## src/core/ppn_defs.vh

```
// constants for the partition priority and narrowing block
// assumes inclusion by the core and the bench; byte addresses on an 8-bit bus offset
//
// Operation
// RULE1: stride value is unsigned; bandwidth share follows stride among contenders
// RULE2: read-only feature bit reports stride control present
// RULE3: stride regulation only when the partition enable is 1
// RULE4: maximum limit and stride regulation both constrain when both active
// RULE5: internal priority breaks ties between equal-preference waiting requests
// RULE6: downstream priority comes from the partition's configured value
// RULE7: internal and downstream priority controls are separate options
// RULE8: without downstream control, downstream priority equals upstream priority
// RULE9: responses keep their received priority unchanged
// RULE10: feature bit reports vendor parameter register and vendor controls
// RULE11: request id and space flag narrowed before controls are consulted
// RULE12: downstream requests carry the original request partition id
// RULE13: mapping register reaches entry of selector's request partition id
// RULE14: bad narrowing map reported as error code in error status
// RULE15: software clears internal flag for map access, sets it otherwise
// RULE16: without narrowing selector is a request id, internal flag zero
// RULE17: default partition controls reset in each space to full access
// RULE18: partition 0 resets to all-ones bitmaps, 0xFFFF maxima, stride off; maxima here reset to 12'hFFF and read 0xFFF0
// RULE19: request id 0 maps to internal id 0 after reset
// RULE20: fractions are 16-bit; dropped low bits read zero, ignore writes
// RULE21: stride enable clear means no stride-based holding
`ifndef PPN_DEFS_VH
`define PPN_DEFS_VH

`define PPN_A_FEAT 8'h00
`define PPN_A_BWID 8'h04
`define PPN_A_ESR 8'h08
`define PPN_A_SEL 8'h0C
`define PPN_A_MAP 8'h10
`define PPN_A_CPBM 8'h14
`define PPN_A_CMAX 8'h18
`define PPN_A_BPBM 8'h1C
`define PPN_A_BMAX 8'h20
`define PPN_A_PROP 8'h24
`define PPN_A_PRIO 8'h28
`define PPN_A_VPID 8'h2C

`define PPN_HAS_NARROW 1'b1
`define PPN_HAS_INT_PRIO 1'b1
`define PPN_HAS_DS_PRIO 1'b1
`define PPN_HAS_STRIDE 1'b1
`define PPN_HAS_VENDOR 1'b1
`define PPN_NUM_INT 4'h4
`define PPN_VENDOR_ID 32'h0000_5A5A

`define PPN_SEL_INT_BIT 16
`define PPN_SEL_NS_BIT 17
`define PPN_PROP_EN_BIT 31
`define PPN_DSPRIO_LSB 16

`define PPN_ERR_NONE 4'h0
`define PPN_ERR_SEL 4'h1
`define PPN_ERR_MAP 4'h2

`define PPN_RST_BITMAP 8'hFF
`define PPN_RST_FRAC 12'hFFF

`define PPN_CLK_NS 20
`define PPN_WIN_NS 5120
`define PPN_WIN_CYC (`PPN_WIN_NS / `PPN_CLK_NS)

`define PPN_RESP_OKAY 2'b00
`define PPN_RESP_DECERR 2'b11

`endif

```

## src/core/ppn_core.v

```verilog
// partition controls: stride and max bandwidth regulation, priorities, id narrowing
// assumes one clock, synchronous active-low reset, an AXI4-Lite master
//
// Local design decisions: the AXI4-Lite interface to the registers and the register offsets.
`timescale 1ns/1ps
`include "ppn_defs.vh"

module ppn_core (
  input wire aclk, // clock
  input wire aresetn, // sync reset, low
  input wire [7:0] s_axi_awaddr, // write address
  input wire s_axi_awvalid, // write address valid
  output reg s_axi_awready, // write address ready
  input wire [31:0] s_axi_wdata, // write data
  input wire [3:0] s_axi_wstrb, // byte enables
  input wire s_axi_wvalid, // write data valid
  output reg s_axi_wready, // write data ready
  output reg [1:0] s_axi_bresp, // write response
  output reg s_axi_bvalid, // write response valid
  input wire s_axi_bready, // write response ready
  input wire [7:0] s_axi_araddr, // read address
  input wire s_axi_arvalid, // read address valid
  output reg s_axi_arready, // read address ready
  output reg [31:0] s_axi_rdata, // read data
  output reg [1:0] s_axi_rresp, // read response
  output reg s_axi_rvalid, // read valid
  input wire s_axi_rready, // read ready
  input wire up_valid, // upstream request valid
  output reg up_ready_q, // upstream request taken
  input wire [3:0] up_partition_id, // request partition id
  input wire up_ns, // nonsecure space flag
  input wire [3:0] up_priority, // upstream priority
  output reg down_valid_q, // downstream request valid
  input wire down_ready, // downstream accepts
  output reg [3:0] down_partition_id_q, // original request id
  output reg down_ns_q, // space flag
  output reg [3:0] down_priority_q, // transport priority
  output reg [3:0] down_int_priority_q, // internal tie-break priority
  input wire rsp_in_valid, // response from downstream
  output reg rsp_in_ready_q, // response taken
  input wire [3:0] rsp_in_priority, // response priority
  input wire [31:0] rsp_in_data, // response payload
  output reg rsp_out_valid_q, // response to upstream
  input wire rsp_out_ready, // upstream accepts
  output reg [3:0] rsp_out_priority_q, // forwarded priority
  output reg [31:0] rsp_out_data_q // forwarded payload
);

  function is_cfg;
    input [7:0] a;
    begin
      is_cfg = (a == `PPN_A_CPBM) || (a == `PPN_A_CMAX) || (a == `PPN_A_BPBM) ||
               (a == `PPN_A_BMAX) || (a == `PPN_A_PROP) || (a == `PPN_A_PRIO);
    end
  endfunction

  function is_known;
    input [7:0] a;
    begin
      is_known = is_cfg(a) || (a == `PPN_A_FEAT) || (a == `PPN_A_BWID) || (a == `PPN_A_ESR) ||
                 (a == `PPN_A_SEL) || (a == `PPN_A_MAP) || (a == `PPN_A_VPID);
    end
  endfunction

  function [31:0] merge;
    input [31:0] old;
    input [31:0] nw;
    input [3:0] strb;
    integer i;
    begin
      for (i = 0; i < 4; i = i + 1) begin
        merge[i*8 +: 8] = strb[i] ? nw[i*8 +: 8] : old[i*8 +: 8];
      end
    end
  endfunction

  // per-space, per-partition settings: index {ns, id}
  reg [7:0] cpbm_q [0:31];
  reg [11:0] cmax_q [0:31];
  reg [7:0] bpbm_q [0:31];
  reg [11:0] bmax_q [0:31];
  reg [15:0] stride_q [0:31];
  reg en_q [0:31];
  reg [3:0] iprio_q [0:31];
  reg [3:0] dprio_q [0:31];
  reg [3:0] map_q [0:31];
  reg [7:0] usage_q [0:31];
  reg [15:0] pass_q [0:31];

  reg [3:0] sel_id_q;
  reg sel_int_q;
  reg sel_ns_q;
  reg [3:0] err_q;
  reg [7:0] aw_addr_q;
  reg [31:0] w_data_q;
  reg [3:0] w_strb_q;
  reg aw_held_q;
  reg w_held_q;
  reg hold_q;
  reg [3:0] h_pid_q;
  reg h_ns_q;
  reg [3:0] h_prio_q;
  reg [4:0] h_idx_q;
  reg [15:0] vt_q;
  reg [7:0] win_q;

  wire [4:0] cfg_idx = {sel_ns_q, sel_id_q};
  // selector checks for config and map access
  wire cfg_ok = `PPN_HAS_NARROW ? (sel_int_q && sel_id_q < `PPN_NUM_INT) : !sel_int_q; // RULE15 RULE16
  wire map_ok = `PPN_HAS_NARROW && !sel_int_q; // RULE15
  wire wr_do = aw_held_q && w_held_q && !s_axi_bvalid;
  wire rd_do = s_axi_arvalid && s_axi_arready;
  wire [31:0] wr_val;
  reg [31:0] rd_val;
  reg [31:0] cur_val;

  // current contents of a register, used for reads and byte-lane merges
  always @* begin
    cur_val = 32'h0000_0000;
    if (s_axi_arvalid && s_axi_arready) begin
      cur_val = 32'h0000_0000;
    end
    rd_val = 32'h0000_0000;
    if (s_axi_araddr == `PPN_A_FEAT) begin
      rd_val = {28'h000_0000, `PPN_HAS_DS_PRIO, `PPN_HAS_INT_PRIO, `PPN_HAS_NARROW, `PPN_HAS_VENDOR}; // RULE10 RULE7
    end else if (s_axi_araddr == `PPN_A_BWID) begin
      rd_val = {31'h0000_0000, `PPN_HAS_STRIDE}; // RULE2
    end else if (s_axi_araddr == `PPN_A_ESR) begin
      rd_val = {28'h000_0000, err_q};
    end else if (s_axi_araddr == `PPN_A_SEL) begin
      rd_val = {14'h0000, sel_ns_q, sel_int_q, 12'h000, sel_id_q};
    end else if (s_axi_araddr == `PPN_A_MAP) begin
      rd_val = map_ok ? {28'h000_0000, map_q[cfg_idx]} : 32'h0000_0000; // RULE13
    end else if (s_axi_araddr == `PPN_A_VPID) begin
      rd_val = `PPN_VENDOR_ID; // arbitrary value
    end else if (cfg_ok) begin
      if (s_axi_araddr == `PPN_A_CPBM) begin
        rd_val = {24'h00_0000, cpbm_q[cfg_idx]};
      end else if (s_axi_araddr == `PPN_A_CMAX) begin
        rd_val = {16'h0000, cmax_q[cfg_idx], 4'h0}; // RULE20
      end else if (s_axi_araddr == `PPN_A_BPBM) begin
        rd_val = {24'h00_0000, bpbm_q[cfg_idx]};
      end else if (s_axi_araddr == `PPN_A_BMAX) begin
        rd_val = {16'h0000, bmax_q[cfg_idx], 4'h0}; // RULE20
      end else if (s_axi_araddr == `PPN_A_PROP) begin
        rd_val = {en_q[cfg_idx], 15'h0000, stride_q[cfg_idx]};
      end else if (s_axi_araddr == `PPN_A_PRIO) begin
        rd_val = {12'h000, dprio_q[cfg_idx], 12'h000, iprio_q[cfg_idx]};
      end
    end
    if (aw_addr_q == `PPN_A_SEL) begin
      cur_val = {14'h0000, sel_ns_q, sel_int_q, 12'h000, sel_id_q};
    end else if (aw_addr_q == `PPN_A_MAP) begin
      cur_val = {28'h000_0000, map_q[cfg_idx]};
    end else if (aw_addr_q == `PPN_A_CPBM) begin
      cur_val = {24'h00_0000, cpbm_q[cfg_idx]};
    end else if (aw_addr_q == `PPN_A_CMAX) begin
      cur_val = {16'h0000, cmax_q[cfg_idx], 4'h0};
    end else if (aw_addr_q == `PPN_A_BPBM) begin
      cur_val = {24'h00_0000, bpbm_q[cfg_idx]};
    end else if (aw_addr_q == `PPN_A_BMAX) begin
      cur_val = {16'h0000, bmax_q[cfg_idx], 4'h0};
    end else if (aw_addr_q == `PPN_A_PROP) begin
      cur_val = {en_q[cfg_idx], 15'h0000, stride_q[cfg_idx]};
    end else if (aw_addr_q == `PPN_A_PRIO) begin
      cur_val = {12'h000, dprio_q[cfg_idx], 12'h000, iprio_q[cfg_idx]};
    end
  end

  assign wr_val = merge(cur_val, w_data_q, w_strb_q);

  wire sel_err = (wr_do && is_cfg(aw_addr_q) && !cfg_ok) || (wr_do && aw_addr_q == `PPN_A_MAP && !map_ok) ||
                 (rd_do && is_cfg(s_axi_araddr) && !cfg_ok) || (rd_do && s_axi_araddr == `PPN_A_MAP && !map_ok);

  // write channel: address and data taken in either order
  always @(posedge aclk) begin
    if (!aresetn) begin
      s_axi_awready <= 1'b1;
      s_axi_wready <= 1'b1;
      s_axi_bvalid <= 1'b0;
      s_axi_bresp <= `PPN_RESP_OKAY;
      aw_held_q <= 1'b0;
      w_held_q <= 1'b0;
      aw_addr_q <= 8'h00;
      w_data_q <= 32'h0000_0000;
      w_strb_q <= 4'h0;
    end else begin
      if (s_axi_awvalid && s_axi_awready) begin
        aw_addr_q <= s_axi_awaddr;
        aw_held_q <= 1'b1;
        s_axi_awready <= 1'b0;
      end
      if (s_axi_wvalid && s_axi_wready) begin
        w_data_q <= s_axi_wdata;
        w_strb_q <= s_axi_wstrb;
        w_held_q <= 1'b1;
        s_axi_wready <= 1'b0;
      end
      if (wr_do) begin
        aw_held_q <= 1'b0;
        w_held_q <= 1'b0;
        s_axi_bvalid <= 1'b1;
        s_axi_bresp <= is_known(aw_addr_q) ? `PPN_RESP_OKAY : `PPN_RESP_DECERR;
      end
      if (s_axi_bvalid && s_axi_bready) begin
        s_axi_bvalid <= 1'b0;
        s_axi_awready <= 1'b1;
        s_axi_wready <= 1'b1;
      end
    end
  end

  // read channel: answer one cycle after the address is taken
  always @(posedge aclk) begin
    if (!aresetn) begin
      s_axi_arready <= 1'b1;
      s_axi_rvalid <= 1'b0;
      s_axi_rdata <= 32'h0000_0000;
      s_axi_rresp <= `PPN_RESP_OKAY;
    end else if (rd_do) begin
      s_axi_arready <= 1'b0;
      s_axi_rvalid <= 1'b1;
      s_axi_rdata <= rd_val;
      s_axi_rresp <= is_known(s_axi_araddr) ? `PPN_RESP_OKAY : `PPN_RESP_DECERR;
    end else if (s_axi_rvalid && s_axi_rready) begin
      s_axi_rvalid <= 1'b0;
      s_axi_arready <= 1'b1;
    end
  end

  // selector and settings; every map entry resets, other settings only for the default partition of each space
  integer k;
  always @(posedge aclk) begin
    if (!aresetn) begin
      sel_id_q <= 4'h0;
      sel_int_q <= 1'b0;
      sel_ns_q <= 1'b0;
      for (k = 0; k < 32; k = k + 1) begin
        map_q[k] <= 4'h0; // RULE19
      end
      for (k = 0; k < 32; k = k + 16) begin
        cpbm_q[k] <= `PPN_RST_BITMAP; // RULE17 RULE18
        bpbm_q[k] <= `PPN_RST_BITMAP; // RULE18
        cmax_q[k] <= `PPN_RST_FRAC; // RULE18
        bmax_q[k] <= `PPN_RST_FRAC; // RULE18
        en_q[k] <= 1'b0; // RULE18
        stride_q[k] <= 16'h0000;
        iprio_q[k] <= 4'h0;
        dprio_q[k] <= 4'h0;
      end
    end else if (wr_do) begin
      if (aw_addr_q == `PPN_A_SEL) begin
        sel_id_q <= wr_val[3:0];
        sel_int_q <= wr_val[`PPN_SEL_INT_BIT];
        sel_ns_q <= wr_val[`PPN_SEL_NS_BIT];
      end else if (aw_addr_q == `PPN_A_MAP && map_ok) begin
        map_q[cfg_idx] <= wr_val[3:0]; // RULE13
      end else if (cfg_ok) begin
        if (aw_addr_q == `PPN_A_CPBM) begin
          cpbm_q[cfg_idx] <= wr_val[7:0];
        end else if (aw_addr_q == `PPN_A_CMAX) begin
          cmax_q[cfg_idx] <= wr_val[15:4]; // RULE20
        end else if (aw_addr_q == `PPN_A_BPBM) begin
          bpbm_q[cfg_idx] <= wr_val[7:0];
        end else if (aw_addr_q == `PPN_A_BMAX) begin
          bmax_q[cfg_idx] <= wr_val[15:4]; // RULE20
        end else if (aw_addr_q == `PPN_A_PROP) begin
          stride_q[cfg_idx] <= wr_val[15:0]; // RULE1
          en_q[cfg_idx] <= wr_val[`PPN_PROP_EN_BIT]; // RULE3
        end else if (aw_addr_q == `PPN_A_PRIO) begin
          iprio_q[cfg_idx] <= wr_val[3:0];
          dprio_q[cfg_idx] <= wr_val[`PPN_DSPRIO_LSB +: 4];
        end
      end
    end
  end

  // narrowing of an arriving request
  wire [4:0] raw_idx = {up_ns, up_partition_id};
  wire [3:0] mapped = map_q[raw_idx];
  wire map_bad = `PPN_HAS_NARROW && (mapped >= `PPN_NUM_INT);
  wire [4:0] arr_idx = !`PPN_HAS_NARROW ? raw_idx : (map_bad ? {up_ns, 4'h0} : {up_ns, mapped}); // RULE11
  wire take = up_valid && up_ready_q;

  // error status: a new event wins over a clearing write
  always @(posedge aclk) begin
    if (!aresetn) begin
      err_q <= `PPN_ERR_NONE;
    end else if (take && map_bad) begin
      err_q <= `PPN_ERR_MAP; // RULE14
    end else if (sel_err) begin
      err_q <= `PPN_ERR_SEL;
    end else if (wr_do && aw_addr_q == `PPN_A_ESR) begin
      err_q <= `PPN_ERR_NONE;
    end
  end

  // regulation of the held request
  wire [15:0] lead = pass_q[h_idx_q] - vt_q;
  wire stride_hold = en_q[h_idx_q] && !lead[15] && (lead != 16'h0000); // RULE3 RULE21
  wire [7:0] lim = bmax_q[h_idx_q][11:4];
  wire max_hold = (lim != 8'hFF) && (usage_q[h_idx_q] >= lim);
  wire blocked = max_hold || stride_hold; // RULE4
  wire issue = hold_q && !blocked && (!down_valid_q || down_ready);
  wire [15:0] base = lead[15] ? vt_q : pass_q[h_idx_q];
  wire win_end = ({24'h00_0000, win_q} == (`PPN_WIN_CYC - 1));
  integer j;

  always @(posedge aclk) begin
    if (!aresetn) begin
      up_ready_q <= 1'b1;
      hold_q <= 1'b0;
      h_pid_q <= 4'h0;
      h_ns_q <= 1'b0;
      h_prio_q <= 4'h0;
      h_idx_q <= 5'h00;
      vt_q <= 16'h0000;
      win_q <= 8'h00;
      down_valid_q <= 1'b0;
      down_partition_id_q <= 4'h0;
      down_ns_q <= 1'b0;
      down_priority_q <= 4'h0;
      down_int_priority_q <= 4'h0;
      for (j = 0; j < 32; j = j + 1) begin
        usage_q[j] <= 8'h00;
        pass_q[j] <= 16'h0000;
      end
    end else begin
      win_q <= win_end ? 8'h00 : win_q + 8'h01;
      if (hold_q) begin
        vt_q <= vt_q + 16'h0001; // RULE1
      end
      if (down_valid_q && down_ready) begin
        down_valid_q <= 1'b0;
      end
      if (take) begin
        hold_q <= 1'b1;
        up_ready_q <= 1'b0;
        h_pid_q <= up_partition_id;
        h_ns_q <= up_ns;
        h_prio_q <= up_priority;
        h_idx_q <= arr_idx; // RULE11
      end
      for (j = 0; j < 32; j = j + 1) begin
        if (win_end) begin
          usage_q[j] <= 8'h00;
        end
      end
      if (issue) begin
        hold_q <= 1'b0;
        up_ready_q <= 1'b1;
        down_valid_q <= 1'b1;
        down_partition_id_q <= h_pid_q; // RULE12
        down_ns_q <= h_ns_q;
        down_priority_q <= `PPN_HAS_DS_PRIO ? dprio_q[h_idx_q] : h_prio_q; // RULE6 RULE8 RULE7
        down_int_priority_q <= `PPN_HAS_INT_PRIO ? iprio_q[h_idx_q] : h_prio_q; // RULE5 RULE7
        if (!win_end) begin
          usage_q[h_idx_q] <= usage_q[h_idx_q] + 8'h01;
        end
        if (en_q[h_idx_q]) begin
          pass_q[h_idx_q] <= base + stride_q[h_idx_q] + 16'h0001; // RULE1
        end
      end
    end
  end

  // responses pass with their own priority
  always @(posedge aclk) begin
    if (!aresetn) begin
      rsp_in_ready_q <= 1'b1;
      rsp_out_valid_q <= 1'b0;
      rsp_out_priority_q <= 4'h0;
      rsp_out_data_q <= 32'h0000_0000;
    end else if (rsp_in_valid && rsp_in_ready_q) begin
      rsp_in_ready_q <= 1'b0;
      rsp_out_valid_q <= 1'b1;
      rsp_out_priority_q <= rsp_in_priority; // RULE9
      rsp_out_data_q <= rsp_in_data;
    end else if (rsp_out_valid_q && rsp_out_ready) begin
      rsp_out_valid_q <= 1'b0;
      rsp_in_ready_q <= 1'b1;
    end
  end

endmodule // ppn_core

```

## config.mk

```make
export PLATFORM = sky130hd
export DESIGN_NAME = ppn_core
export DESIGN_NICKNAME = d
export VERILOG_FILES = /design/src/core/ppn_core.v
export VERILOG_INCLUDE_DIRS = /design/src /design/src/core
export SDC_FILE = /design/constraint.sdc
export NUM_CORES = 2
export LEC_CHECK = 0
export BUFFER_PORTS_ARGS = -buffer_cell sky130_fd_sc_hd__buf_2
export CAP_MARGIN = 20
export CORE_ASPECT_RATIO = 1.4
export CORE_MARGIN = 4
export CORE_UTILIZATION = 64
export CTS_BUF_LIST = sky130_fd_sc_hd__clkbuf_16
export DETAILED_ROUTE_END_ITERATION = 6
export PLACE_DENSITY = 0.81
export SYNTH_ARGS = -nofsm -noshare
export SYNTH_HDL_FRONTEND = slang
export SYNTH_SLANG_ARGS = --single-unit
```

## constraint.sdc

```tcl
create_clock -name aclk -period 20.9 [get_ports aclk]
set_clock_uncertainty 0.05 [all_clocks]
set_input_delay 5.225 -clock aclk [delete_from_list [all_inputs] [get_ports aclk]]
set_output_delay 5.225 -clock aclk [all_outputs]
set_load 0.005 [all_outputs]
```

==> impl_metrics.prom <==
# TYPE chip_impl_metric gauge
chip_impl_metric{name="maxCapViolations",unit=""} 0
chip_impl_metric{name="detailedRoute.firstPassIterationCount",unit=""} 7
chip_impl_metric{name="pwr_density_cell",unit="nW/um^2"} 84.55
chip_impl_metric{name="wire_length_of_the_first_global_routing_pass",unit="microns"} 527900
chip_impl_metric{name="post_synthesis_area_per_instance",unit="sq um"} 17.61
chip_impl_metric{name="grt_max_degree",unit=""} 105
chip_impl_metric{name="chipHeight",unit="microns"} 558.0
chip_impl_info{name="synth_area_leaders",value="sky130_fd_sc_hd__edfxtp_1 (63%), sky130_fd_sc_hd__mux4_2 (20%), sky130_fd_sc_hd__dfxtp_1 (3.4%), sky130_fd_sc_hd__nor2_1 (2.4%), sky130_fd_sc_hd__nand2_1 (1.3%)"} 1
chip_impl_metric{name="clockBufferDepth",unit=""} 4
chip_impl_metric{name="timing.reg2reg.setup_slack",unit="ps"} 11340
chip_impl_metric{name="clock.fmax",unit="MHz"} 104.6
chip_impl_metric{name="worst_slew_margin_rel",unit=""} 0.1149
chip_impl_metric{name="first_global_vias",unit=""} 84640
chip_impl_metric{name="grt_overall_usage",unit=""} 0.3193
chip_impl_metric{name="synth.distinct_cells",unit=""} 89
chip_impl_metric{name="input_output_buffers",unit=""} 175
chip_impl_metric{name="final-hold-violation-count",unit=""} 0
chip_impl_metric{name="core.rowCount",unit=""} 201
chip_impl_metric{name="cp.arrival",unit="ps"} 10060
chip_impl_info{name="rsz0062_at_grt",value="false"} 1
chip_impl_metric{name="finalNetCount",unit=""} 9658
chip_impl_metric{name="wirelength",unit="microns"} 355000
chip_impl_info{name="post_synth_most_frequent_cells",value="sky130_fd_sc_hd__edfxtp_1 (2911), sky130_fd_sc_hd__mux4_2 (1236), sky130_fd_sc_hd__nor2_1 (877)"} 1
chip_impl_metric{name="final_cycle_share",unit=""} 0.4573
chip_impl_metric{name="worst_slew_pin_slew",unit="ps"} 1328
chip_impl_metric{name="setup_viol",unit=""} 0
chip_impl_metric{name="critPathMaxStageDelay",unit="ps"} 890
chip_impl_info{name="clk_root_buffer_cell",value="sky130_fd_sc_hd__clkbuf_16"} 1
chip_impl_metric{name="cp_max_fo",unit=""} 41
chip_impl_metric{name="cts_hold_buffers",unit=""} 0
chip_impl_metric{name="antenna_found_initial",unit=""} 16
chip_impl_metric{name="pre_cts_ws",unit="ps"} 11300
chip_impl_info{name="hold_path.class",value="flop to flop"} 1
chip_impl_metric{name="final-max-slew-violation-count",unit=""} 0
chip_impl_info{name="path_class",value="flop to flop"} 1
chip_impl_info{name="yosys.area.top_type",value="sky130_fd_sc_hd__edfxtp_1"} 1
chip_impl_metric{name="via_per_inst",unit=""} 6.423
chip_impl_metric{name="post_layout_min_period",unit="ps"} 9557
chip_impl_info{name="failing_checks",value="design-rule violations"} 1
chip_impl_metric{name="initial_utilization",unit=""} 0.6445
chip_impl_metric{name="cts.repair.resized",unit=""} 0
chip_impl_info{name="critical-path-top-delay-family",value="compound AO/OA/AOI/OAI gates"} 1
chip_impl_metric{name="cts-htree-levels",unit=""} 5
chip_impl_metric{name="proportion_of_synthesized_flip_flops_having_asynchronous_set_or_reset",unit=""} 0
chip_impl_metric{name="drt-wirelength-per-cell",unit="microns"} 28.19
chip_impl_metric{name="ys_seq_elements",unit=""} 3144
chip_impl_metric{name="area_delta_synth_final",unit="%"} 14.10
chip_impl_metric{name="seq_area_frac_synth",unit=""} 0.6660
chip_impl_metric{name="yosys_warnings",unit=""} 0
chip_impl_info{name="most_used_cell_cp",value="sky130_fd_sc_hd__buf_4"} 1
chip_impl_metric{name="cts_inserted_buffers",unit=""} 298
chip_impl_metric{name="pin_count",unit=""} 202
chip_impl_metric{name="cts.clk_slew.worst_paths",unit="ps"} 60
chip_impl_metric{name="synth_cells",unit=""} 7849
chip_impl_metric{name="drt_first_iter_violations",unit=""} 10820
chip_impl_metric{name="postLayoutSetupSlackWorst",unit="ps"} 11340
chip_impl_info{name="tritoncts",value="yes"} 1
chip_impl_metric{name="netlist.area_leader.share",unit=""} 0.6322
chip_impl_metric{name="total_buffers_and_inverters_traversed_by_the_critical_path",unit=""} 4
chip_impl_metric{name="leak_pwr",unit="nW"} 50.76
chip_impl_metric{name="finalPower",unit="mW"} 13.34
chip_impl_metric{name="die_width",unit="microns"} 400.8
chip_impl_info{name="critPathLaunchType",value="flop"} 1
chip_impl_metric{name="worst_ep_required_time",unit="ps"} 21400
chip_impl_metric{name="hpwlAfterDp",unit="microns"} 217900
chip_impl_metric{name="synth_enable_flop_cells",unit=""} 2911
chip_impl_metric{name="final.fill_count",unit=""} 12170
chip_impl_metric{name="cts.sink_count",unit=""} 3144
chip_impl_info{name="critical_path.endpoint_type",value="flop"} 1
chip_impl_metric{name="post_route_cells_drive_above_1_share",unit=""} 0.2351
chip_impl_metric{name="gpl.final_weighted_congestion",unit=""} 0.9152
chip_impl_info{name="synth.most_common_cell",value="sky130_fd_sc_hd__edfxtp_1"} 1
chip_impl_metric{name="fp.dieArea",unit="sq um"} 223600
chip_impl_metric{name="core-area",unit="sq um"} 214500
chip_impl_info{name="outcome",value="finished with violations"} 1
chip_impl_metric{name="power.ir.vdd_worst",unit="mV"} 0.08628
chip_impl_metric{name="clock_latency_on_the_worst_skew_pair",unit="ps"} 900
chip_impl_metric{name="drc",unit=""} 1
chip_impl_metric{name="post_cts_buffers",unit=""} 0
chip_impl_info{name="synth-main-ff-cell",value="sky130_fd_sc_hd__edfxtp_1"} 1
chip_impl_metric{name="globalRouteOverflowTotal",unit=""} 0
chip_impl_metric{name="number_of_routed_nets_with_antenna_violations",unit=""} 0
chip_impl_info{name="crit_path_top_delay_cell",value="sky130_fd_sc_hd__dfxtp_4"} 1
chip_impl_metric{name="synth_area",unit="sq um"} 138300
chip_impl_metric{name="route.vias.total",unit=""} 80900
chip_impl_metric{name="tns",unit="ps"} 0
## flip-flops by register name, summed over array words and instances, names as in the netlist, 8 cells and up, named ones only
register and flops:
pass_q 512, rsp_out_data_q 32, s_axi_rdata 21, bpbm_q 256, vt_q 16, win_q 8
map_q 128, w_data_q 21, usage_q 256, aw_addr_q 8, dprio_q 128, en_q 32
iprio_q 128, cmax_q 384, bmax_q 384, cpbm_q 256, stride_q 512
## path summary, 6_finish.rpt
kind                        endpoint  cells after the start               start
setup reg to reg      pass_q[31][14]                     26                flop
hold / removal    rsp_out_data_q[20]                      2  rsp_out_data_q[20]
setup / recovery      pass_q[31][14]                     26                flop
hold reg to reg   rsp_out_data_q[20]                      2  rsp_out_data_q[20]
## per-stage QoR
stage / instance area, sq um / instances / hold WS, ps / util
after floorplan: 144200 / 9419 / 375.8 / -
after global placement: 148000 / 12030 / 387.6 / 0.6901
after detailed placement: 148100 / 12040 / 394.6 / 0.6902
after CTS: 157600 / 12580 / 403.0 / 0.7346
after global routing: 157700 / 12590 / 422.4 / 0.7353
final: 157800 / 12600 / 403.7 / 0.7354
## placed cells by master (no fill, tap or decap), drive strengths merged, types with 15 or more instances in the layout
cell | synthesis | routed
edfxtp | 2911 | 2911
nand3 | 82 | 82
mux4 | 1236 | 1236
inv | 39 | 109
o21ai | 109 | 109
nand2 | 478 | 478
xor2 | 15 | 15
nand2b | 20 | 20
and2 | 21 | 21
o31ai | 27 | 27
or2 | 51 | 51
mux2 | 75 | 75
buf | 257 | 407
a22oi | 88 | 88
mux2i | 87 | 87
nor3 | 285 | 285
dfxtp | 233 | 233
nor4 | 37 | 37
nand4 | 15 | 15
nor2 | 877 | 877
clkinv | 0 | 123
conb | 1 | 1571
ha | 41 | 41
a21oi | 227 | 227
bufinv | 0 | 22
and3 | 25 | 25
xnor2 | 29 | 29
o2111ai | 39 | 39
clkbuf | 362 | 309
## kinds of logic after synthesis
kind of cell	after synthesis	share of synthesized area
other	1	0.00002712
and+or+nand+nor	1955	0.06118
DFF	3144	0.6660
adders and majority gates	43	0.004000
xor gates and xnor gates	44	0.002842
muxes	1398	0.2138
AOI/OAI and AO/OA	606	0.03223
buffers and inverters	658	0.01996
## report_power, final
| group | internal [mW] | total, mW | leakage, nW | switching [mW] |
|---|---|---|---|---|
| clock network | 2.97 | 5.32 | 4.87 | 2.35 |
| registers | 6.98 | 7.05 | 28.5 | 0.0740 |
| logic | 0.294 | 0.967 | 17.4 | 0.673 |
| total | 10.2 | 13.3 | 50.8 | 3.10 |
## worst min-delay path: cells and delay by family, from the launching register on
kind,cells,cell delay [ps]
compound gates,1,50
flops,1,300
simple gates,1,50
## final cells by class
cell class | instances | area, sq um | area share
Timing Repair Buffer | 407 | 2793 | 0.01770
Clock buffer | 309 | 7732 | 0.04902
Clock inverter | 229 | 1780 | 0.01129
Tap cell | 2842 | 3556 | 0.02254
Inverter | 39 | 156.4 | 0.0009914
Sequential cell | 3144 | 92120 | 0.5839
Multi-Input combinational cell | 5617 | 49600 | 0.3144
Antenna cell | 8 | 20.02 | 0.0001269
## routing by layer
metal | vias to the layer above | global-route usage | wire [microns]
met5 | - | 0 | 86
met4 | 12 | 0.1729 | 22390
met3 | 1227 | 0.07746 | 40020
met2 | 5231 | 0.5359 | 180900
met1 | 40970 | 0.3872 | 111700
li1 | 33460 | - | -
Note: power is estimated with default switching activity, not from simulation.
